--- src/bcss_pkg.sv ---
// Package of register offsets, field positions, codes and widths for the blit command block.
package bcss_pkg;
   localparam logic [15:0] BCSS_OFF_CTRL = 16'h8000;
   localparam logic [15:0] BCSS_OFF_STATUS = 16'h8004;
   localparam logic [15:0] BCSS_OFF_CMD = 16'h8008;
   localparam logic [15:0] BCSS_OFF_SRC = 16'h800c;
   localparam logic [15:0] BCSS_OFF_IRQ_STAT = 16'h8040;
   localparam logic [15:0] BCSS_OFF_IRQ_MASK = 16'h8044;
   localparam int BCSS_CMD_ROP_LSB = 16;
   localparam int BCSS_CTRL_FMT_BIT = 18;
   localparam int BCSS_CTRL_EN_BIT = 0;
   localparam logic [31:0] BCSS_CMD_RST = 32'h0000_0000;
   localparam logic [31:0] BCSS_SRC_RST = 32'h0000_0000;
   localparam logic [4:0] BCSS_FIFO_DEPTH = 5'h10;
   localparam logic [4:0] BCSS_FIFO_RESUME = 5'h0e;
   localparam logic [3:0] BCSS_OP_WRITE = 4'h0;
   localparam logic [3:0] BCSS_OP_READ = 4'h1;
   localparam logic [3:0] BCSS_OP_MOVE_POS = 4'h2;
   localparam logic [3:0] BCSS_OP_MOVE_NEG = 4'h3;
   localparam logic [3:0] BCSS_OP_TWRITE = 4'h4;
   localparam logic [3:0] BCSS_OP_TMOVE = 4'h5;
   localparam logic [3:0] BCSS_OP_PAT = 4'h6;
   localparam logic [3:0] BCSS_OP_TPAT = 4'h7;
   localparam logic [3:0] BCSS_OP_CEXP = 4'h8;
   localparam logic [3:0] BCSS_OP_TCEXP = 4'h9;
   localparam logic [3:0] BCSS_OP_MCEXP = 4'ha;
   localparam logic [3:0] BCSS_OP_TMCEXP = 4'hb;
   localparam logic [3:0] BCSS_OP_SOLID = 4'hc;
   typedef enum logic [3:0] {
      BCSS_S_IDLE = 4'b0001,
      BCSS_S_RUN = 4'b0010,
      BCSS_S_PAUSE = 4'b0100,
      BCSS_S_DONE = 4'b1000
   } bcss_state_e;
endpackage
--- src/bcss_blit_cmd.sv ---
// Blit command decode, raster combine, source address split and read FIFO flow control.
//
// The implementer's own choice: the Wishbone interface to the registers.
`timescale 1ns/100ps
`default_nettype none
// Summary of operation
// - In a read transfer the engine pauses when the FIFO is full.
// - A paused read transfer resumes only when fewer than 14 entries are used.
// - Command bits 19-16 hold the 4-bit raster operation code.
// - Result bit equals code bit indexed by source and destination bits.
// - Pattern fill uses the same codes with pattern in place of source.
// - Color expansion start bit is code bits 2-0; bit 3 ignored.
// - Operations 0-3: write, read, move positive, move negative, with raster code.
// - Operation 4 is transparent write, 5 transparent positive move.
// - Operation 6 is pattern fill with raster code, 7 with transparency.
// - Operations 8-11 are color expansion variants, plain or transparent, with move.
// - Operation 12 is solid fill; 13 to 15 are reserved.
// - Source start address register holds a 21-bit byte address.
// - For host-sourced data only source address bit 0 is used.
// - Pattern source address is base plus line offset plus pixel offset.
// - Pattern split: 8 bpp 20:6/5:3/2:0, 16 bpp 20:7/6:4/3:0.
// - Format bit zero selects 8 bpp, one selects 16 bpp.
// - Writing one to the write-only enable bit starts the operation.
// - Busy reads one during an operation and zero once complete.
module bcss_blit_cmd (
   // System.
   input wire logic sys_clk,
   input wire logic arst_n,
   // Wishbone slave.
   input wire logic wb_cyc_i,
   input wire logic wb_stb_i,
   input wire logic wb_we_i,
   input wire logic [15:0] wb_adr_i,
   input wire logic [3:0] wb_sel_i,
   input wire logic [31:0] wb_dat_i,
   output logic [31:0] wb_dat_o,
   output logic wb_ack_o,
   // Datapath handshake.
   input wire logic dp_done,
   input wire logic [4:0] fifo_used,
   input wire logic src_bit,
   input wire logic dst_bit,
   // Decoded command.
   output logic busy,
   output logic xfer_run,
   output logic [3:0] op_code,
   output logic rop_result,
   output logic [2:0] cexp_start,
   output logic transparent,
   output logic host_src,
   output logic [14:0] pat_base,
   output logic [2:0] pat_line,
   output logic [3:0] pat_pixel,
   output logic irq
);
   import bcss_pkg::*;

   // ---------------------------------------------------------------
   // Registers
   // ---------------------------------------------------------------
   logic [31:0] cmd_q;
   logic [20:0] src_q;
   logic fmt_q;
   logic [1:0] ist_q;
   logic [1:0] imask_q;
   bcss_state_e st_q;
   logic req;
   logic wr;
   logic start;
   logic rsvd;
   logic is_read;
   logic done_ev;
   logic [31:0] rd_d;
   logic [31:0] wmask;

   assign req = wb_cyc_i && wb_stb_i && !wb_ack_o;
   assign wr = req && wb_we_i;
   assign wmask = {{8{wb_sel_i[3]}}, {8{wb_sel_i[2]}}, {8{wb_sel_i[1]}}, {8{wb_sel_i[0]}}};
   // A start is only taken while idle, so a stray enable write cannot restart a transfer.
   assign start = wr && wb_adr_i == BCSS_OFF_CTRL && wb_sel_i[0] && wb_dat_i[BCSS_CTRL_EN_BIT]
      && st_q == BCSS_S_IDLE;
   assign rsvd = cmd_q[3:0] > BCSS_OP_SOLID;
   assign is_read = cmd_q[3:0] == BCSS_OP_READ;
   assign done_ev = st_q == BCSS_S_DONE;

   always_ff @(posedge sys_clk or negedge arst_n) begin
      if (!arst_n) begin
         cmd_q <= BCSS_CMD_RST;
         src_q <= BCSS_SRC_RST[20:0];
         fmt_q <= 1'b0;
         imask_q <= 2'b00;
      end else if (wr) begin
         if (wb_adr_i == BCSS_OFF_CMD) begin
            cmd_q <= (cmd_q & ~wmask) | (wb_dat_i & wmask & 32'h000f_000f);
         end
         if (wb_adr_i == BCSS_OFF_SRC) begin
            src_q <= ((src_q & ~wmask[20:0]) | (wb_dat_i[20:0] & wmask[20:0]));
         end
         if (wb_adr_i == BCSS_OFF_CTRL && wb_sel_i[2]) begin
            fmt_q <= wb_dat_i[BCSS_CTRL_FMT_BIT];
         end
         if (wb_adr_i == BCSS_OFF_IRQ_MASK && wb_sel_i[0]) begin
            imask_q <= wb_dat_i[1:0];
         end
      end
   end

   // ---------------------------------------------------------------
   // Sequencer
   // ---------------------------------------------------------------
   always_ff @(posedge sys_clk or negedge arst_n) begin
      if (!arst_n) begin
         st_q <= BCSS_S_IDLE;
      end else begin
         case (st_q)
            BCSS_S_IDLE: begin
               if (start) begin
                  st_q <= rsvd ? BCSS_S_DONE : BCSS_S_RUN;
               end
            end
            BCSS_S_RUN: begin
               if (dp_done) begin
                  st_q <= BCSS_S_DONE;
               end else if (is_read && fifo_used >= BCSS_FIFO_DEPTH) begin
                  st_q <= BCSS_S_PAUSE;
               end
            end
            BCSS_S_PAUSE: begin
               if (fifo_used < BCSS_FIFO_RESUME) begin
                  st_q <= BCSS_S_RUN;
               end
            end
            BCSS_S_DONE: st_q <= BCSS_S_IDLE;
            default: st_q <= BCSS_S_IDLE;
         endcase
      end
   end

   // ---------------------------------------------------------------
   // Interrupts: bit 0 done, bit 1 read paused on full FIFO
   // ---------------------------------------------------------------
   always_ff @(posedge sys_clk or negedge arst_n) begin
      if (!arst_n) begin
         ist_q <= 2'b00;
      end else begin
         // Set wins over a clear in the same cycle.
         ist_q <= (ist_q & ~((wr && wb_adr_i == BCSS_OFF_IRQ_STAT && wb_sel_i[0]) ?
            wb_dat_i[1:0] : 2'b00)) | {st_q == BCSS_S_RUN && is_read && !dp_done
            && fifo_used >= BCSS_FIFO_DEPTH, done_ev};
      end
   end

   always_ff @(posedge sys_clk or negedge arst_n) begin
      if (!arst_n) begin
         irq <= 1'b0;
      end else begin
         irq <= |(ist_q & imask_q);
      end
   end

   // ---------------------------------------------------------------
   // Bus read and acknowledge
   // ---------------------------------------------------------------
   always_comb begin
      rd_d = 32'h0000_0000;
      case (wb_adr_i)
         BCSS_OFF_CTRL: rd_d = {13'h0000, fmt_q, 18'h00000};
         BCSS_OFF_STATUS: rd_d = {3'h0, fifo_used, 3'h0, BCSS_FIFO_DEPTH - fifo_used, 9'h000,
            fifo_used != 5'h00, fifo_used >= 5'h07, fifo_used >= 5'h0f, 3'h0,
            st_q != BCSS_S_IDLE};
         BCSS_OFF_CMD: rd_d = cmd_q;
         BCSS_OFF_SRC: rd_d = {11'h000, src_q};
         BCSS_OFF_IRQ_STAT: rd_d = {30'h0000_0000, ist_q};
         BCSS_OFF_IRQ_MASK: rd_d = {30'h0000_0000, imask_q};
         default: rd_d = 32'h0000_0000;
      endcase
   end

   // Unmapped addresses are acknowledged and read as zero.
   always_ff @(posedge sys_clk or negedge arst_n) begin
      if (!arst_n) begin
         wb_ack_o <= 1'b0;
         wb_dat_o <= 32'h0000_0000;
      end else begin
         wb_ack_o <= req;
         wb_dat_o <= req ? rd_d : 32'h0000_0000;
      end
   end

   // ---------------------------------------------------------------
   // Decoded outputs
   // ---------------------------------------------------------------
   always_ff @(posedge sys_clk or negedge arst_n) begin
      if (!arst_n) begin
         busy <= 1'b0;
         xfer_run <= 1'b0;
         op_code <= 4'h0;
         transparent <= 1'b0;
         host_src <= 1'b0;
         cexp_start <= 3'h0;
      end else begin
         busy <= (st_q == BCSS_S_IDLE) ? start : !done_ev;
         xfer_run <= (st_q == BCSS_S_IDLE && start && !rsvd)
            || (st_q == BCSS_S_RUN && !dp_done && !(is_read && fifo_used >= BCSS_FIFO_DEPTH))
            || (st_q == BCSS_S_PAUSE && fifo_used < BCSS_FIFO_RESUME);
         op_code <= cmd_q[3:0];
         transparent <= cmd_q[3:0] == BCSS_OP_TWRITE || cmd_q[3:0] == BCSS_OP_TMOVE
            || cmd_q[3:0] == BCSS_OP_TPAT || cmd_q[3:0] == BCSS_OP_TCEXP
            || cmd_q[3:0] == BCSS_OP_TMCEXP;
         host_src <= cmd_q[3:0] == BCSS_OP_WRITE || cmd_q[3:0] == BCSS_OP_TWRITE
            || cmd_q[3:0] == BCSS_OP_CEXP || cmd_q[3:0] == BCSS_OP_TCEXP;
         cexp_start <= cmd_q[BCSS_CMD_ROP_LSB +: 3];
      end
   end

   // The operand bit is source or pattern alike; the caller feeds the pattern in fill modes.
   always_ff @(posedge sys_clk or negedge arst_n) begin
      if (!arst_n) begin
         rop_result <= 1'b0;
      end else begin
         rop_result <= cmd_q[BCSS_CMD_ROP_LSB + {30'h0, src_bit, dst_bit}];
      end
   end

   // Host-sourced data keeps only the byte lane bit of the address.
   always_ff @(posedge sys_clk or negedge arst_n) begin
      if (!arst_n) begin
         pat_base <= 15'h0000;
         pat_line <= 3'h0;
         pat_pixel <= 4'h0;
      end else if (host_src) begin
         pat_base <= 15'h0000;
         pat_line <= 3'h0;
         pat_pixel <= {3'h0, src_q[0]};
      end else if (fmt_q) begin
         pat_base <= {1'b0, src_q[20:7]};
         pat_line <= src_q[6:4];
         pat_pixel <= src_q[3:0];
      end else begin
         pat_base <= src_q[20:6];
         pat_line <= src_q[5:3];
         pat_pixel <= {1'b0, src_q[2:0]};
      end
   end
endmodule
`default_nettype wire

--- config.mk ---
export PLATFORM = sky130hd
export DESIGN_NAME = bcss_blit_cmd
export DESIGN_NICKNAME = d
export VERILOG_FILES = /design/src/bcss_pkg.sv /design/src/bcss_blit_cmd.sv
export SDC_FILE = /design/constraint.sdc
export NUM_CORES = 1
export LEC_CHECK = 0
export ABC_AREA = 1
export BUFFER_PORTS_ARGS = -buffer_cell sky130_fd_sc_hd__buf_4
export CORE_MARGIN = 2
export CORE_UTILIZATION = 50
export CTS_BUF_LIST = sky130_fd_sc_hd__clkbuf_8
export CTS_CLUSTER_DIAMETER = 50
export CTS_CLUSTER_SIZE = 28
export DETAILED_ROUTE_END_ITERATION = 16
export GPL_TIMING_DRIVEN = 0
export PLACE_DENSITY = 0.9
export SYNTH_ARGS = -nofsm -noshare
export SYNTH_HDL_FRONTEND = slang
export SYNTH_SLANG_ARGS = --single-unit
--- constraint.sdc ---
create_clock -name sys_clk -period 1.5 [get_ports sys_clk]
set_input_delay 0.075 -clock sys_clk [delete_from_list [all_inputs] [get_ports sys_clk]]
set_output_delay 0.075 -clock sys_clk [all_outputs]
set_load 0.005 [all_outputs]
==> Flow_metrics.wiki <==
{| class="wikitable"
! Metric !! Value
|-
| Total number of yosys warnings || 0
|-
| Detailed placer's ending HPWL || 9.73 mm
|-
| Die extent in y || 109 microns
|-
| Count of flip-flops with a built-in enable after synthesis || 0
|-
| Worst setup path category || flop to flop
|-
| Most used cells in the layout excluding fill and tap cells || dfrtp_1, buf_4, inv_1
|-
| Final Hold Slack || 0.0245 ns
|-
| Crit share post-route || 0.960
|-
| Transition time at the pin with the least slew margin || 0.506 ns
|-
| Number of distinct library cell variants in the gate-level netlist after synthesis || 46
|-
| Slack of the worst reg-to-reg path || 0.06 ns
|-
| Initial standard-cell utilization of the core || 0.510
|-
| Logic depth of the worst register-to-register path || 8
|-
| Hold WC Path Type || primary input to flop
|-
| Footprint of the flip-flops and latches || 3260 sq um
|-
| Setup violation total in the final timing report || 0
|-
| Number of diodes || 0
|-
| Initial antenna violation count || 0
|-
| Leading cell type in the layout, fill and taps excluded || dfrtp_1
|-
| Cell with the biggest individual delay on the critical path || dfrtp_1
|-
| Syn Inst Count || 563
|-
| TritonCTS clock tree || yes
|-
| WHS Path Cells || 3
|-
| Fin nets || 806
|-
| Largest cells by area after synthesis || dfrtp_1, inv_1, nand2_1
|-
| Static leakage || 3.86 nW
|-
| Port Buf Inserts || 121
|-
| Vias/cell || 5.17
|-
| Launch point of the worst hold path || wb_adr_i[6]
|-
| Maximum number of pins on one net before global-route repair || 107
|-
| Element type at the critical path end || flop
|-
| Residual DRC || 0
|-
| Logic gate share of total power || 0.087
|-
| Gp weighted congestion || 0.879
|-
| Root Driver || clkbuf_8
|-
| Maximum operating frequency || 694 MHz
|-
| Placed standard-cell area || 6600 sq um
|-
| Worst EP required || 1.88 ns
|-
| Post-synthesis sequential element count || 130
|-
| Biggest area consumer among synthesized cells || dfrtp_1
|-
| Net count of the mapped netlist || 632
|-
| End of the worst hold path || imask_q[1]
|-
| Kind of launch point of the worst setup path || flop
|-
| Slew Limit Fails || 0
|-
| Portion of total power attributed to sequential cells || 0.457
|-
| Std cell rows || 38
|-
| Final cell count without fillers || 890
|-
| Status || finished clean
|-
| Critical path arrival || 1.82 ns
|-
| PD cells || 1060 nW/um^2
|-
| Die outline width || 109 microns
|-
| Number of buffers added by the clock tree synthesis step || 17
|-
| Internal power of the cells || 0.00606 W
|-
| Vias after detailed routing || 4601
|-
| Number of global-route vias before repair || 4554
|-
| Ports placed on the boundary || 133
|-
| Slowest cell delay on critical path || 0.38 ns
|-
| 1st-pass router iterations || 5
|-
| Total Neg Setup Slack || 0 ns
|-
| Sequential element share of the synthesized area || 0.594
|-
| Post-Route WL || 14.1 mm
|-
| FFs w/ async S/R, synth || 1.00
|-
| Die area || 11800 sq um
|-
| Maximum clock insertion buffer count || 2
|-
| Syn avg cell area || 9.74 sq um
|-
| Max_cap viols || 0
|-
| Fin Clk Skew || 0.0105 ns
|-
| Number of H-tree levels || 4
|-
| Source-to-sink clock delay at the later pin of the worst-skew pair || 0.45 ns
|-
| Psw || 0.00185 W
|-
| Clock slew at reported path FFs || 0.08 ns
|-
| Floorplan Core Area || 10700 sq um
|-
| Final cell area excluding filler cells || 7470 sq um
|-
| Synthesis-to-finish area growth || 36.3%
|-
| Largest vdd supply drop || 0.686 mV
|-
| Congestion Overflow GR || 0
|-
| Reg-to-reg critical path startpoint || wb_ack_o
|-
| Number of DRC markers after the initial detailed-route iteration || 262
|-
| Worst slew margin || 0.663
|-
| Global-route wire length before repair || 21.7 mm
|-
| Largest fanout of any net on the critical path || 4
|-
| Final Hold Viols || 0
|-
| Routed wire length per instance || 15.8 microns
|-
| RSZ-0062 raised after global routing || yes
|-
| Combined area of all synthesized cells || 5480 sq um
|-
| Number of sinks handled by clock tree synthesis || 130
|-
| Count of nets left with antenna violations after detail routing || 0
|-
| Final Critical Period || 1.44 ns
|-
| Net switching fraction of the power || 0.234
|-
| Share of Yosys cell area claimed by the top area cell type || 0.589
|-
| RR Endpoint || st_q[2]
|-
| Overall track demand over capacity in global routing || 0.244
|-
| Clock network fraction of design power || 0.456
|-
| Footprint of the multi-input gates || 1790 sq um
|-
| Critical path cell sequence || nand3b_4 > nor2_8 > nand2_4 > nor2_4 > nand2_1 > nand2_2 > nand3_2 > o21ai_1
|-
| Main flop type after synthesis || dfrtp_1
|-
| # placed instances || 825
|-
| Layout Utilization || 0.695
|-
| Fillers || 750
|-
| Layout cell share with drive strength beyond 1 || 0.303
|}
## per-stage QoR
step	worst slack (ns)	total power, W
5_1_grt	-0.0154	0.00817
4_1_cts	0.000605	0.00786
3_5_place_dp	-0.266	0.00420
2_1_floorplan	0.0676	0.00388
6_report	0.0593	0.00791
3_3_place_gp	-0.153	0.00416
## synthesized netlist by cell type, types with 6 or more instances
library cell / instances
o21ai_1: 20
nor2_1: 72
nand2_1: 86
inv_1: 91
o21ai_0: 17
nor3_1: 13
nand3_1: 12
a21oi_1: 13
nand2_2: 9
dfrtp_1: 129
nand4_1: 7
nor2_2: 6
o22ai_1: 20
a21oi_2: 7
buf_6: 6
## worst max-delay path by stage
stage | startpoint | end | slack [ns] | cells past startpoint
2_1_floorplan | wb_ack_o | flop | 0.07 | 8
3_3_place_gp | fifo_used[0] | xfer_run | -0.15 | 12
3_5_place_dp | fifo_used[0] | xfer_run | -0.27 | 12
4_1_cts | wb_ack_o | st_q[1] | 0.0006 | 8
5_1_grt | wb_ack_o | st_q[1] | -0.02 | 8
6_report | wb_ack_o | st_q[2] | 0.06 | 8
## worst max-delay path, delay by kind of cell, from the launching register on
kind,cells,cell delay (ns)
simple gates,7,0.85
flops,1,0.38
compound gates,1,0.14
## cells by family after synthesis
| family | after synthesis | share of synthesized area |
|---|---|---|
| adders and majority gates | 4 | 0.00913 |
| DFF | 130 | 0.594 |
| and+or+nand+nor | 229 | 0.209 |
| AOI/OAI and AO/OA | 90 | 0.0990 |
| buffers and inverters | 110 | 0.0897 |
## repair_timing
item	CTS	global route
hold buffers	29	0
setup endpoints to repair	35	26
setup buffers	2	3
resized for setup	8	12
pin swaps	1	2
endpoints found under the hold margin	170	0
## power groups by stage
stage	clock network (W)	registers (W)	logic, W
after floorplan	0	0.00367	0.000217
after global placement	0	0.00367	0.000490
after detailed placement	0	0.00367	0.000529
final	0.00361	0.00361	0.000686
after global routing	0.00381	0.00362	0.000746
after CTS	0.00364	0.00361	0.000614
## final cells by class
| class | instances | share of cell area |
|---|---|---|
| plain buffers | 12 | 0.0171 |
| multi-input cells | 323 | 0.239 |
| clock buffers | 17 | 0.0313 |
| well taps | 140 | 0.0234 |
| clock inverters | 15 | 0.0340 |
| flip-flops and latches | 130 | 0.436 |
| repair buffers | 156 | 0.170 |
| inverters | 97 | 0.0496 |
## per-layer routing
layer | GRT usage | vias to the layer above | wire length [microns]
met3 | 0.0556 | 29 | 758
met2 | 0.424 | 180 | 7280
met1 | 0.300 | 2253 | 5700
li1 | - | 2139 | -
met5 | 0 | - | 0
met4 | 0.0879 | 0 | 318
Note: power is estimated with default switching activity, not from simulation.
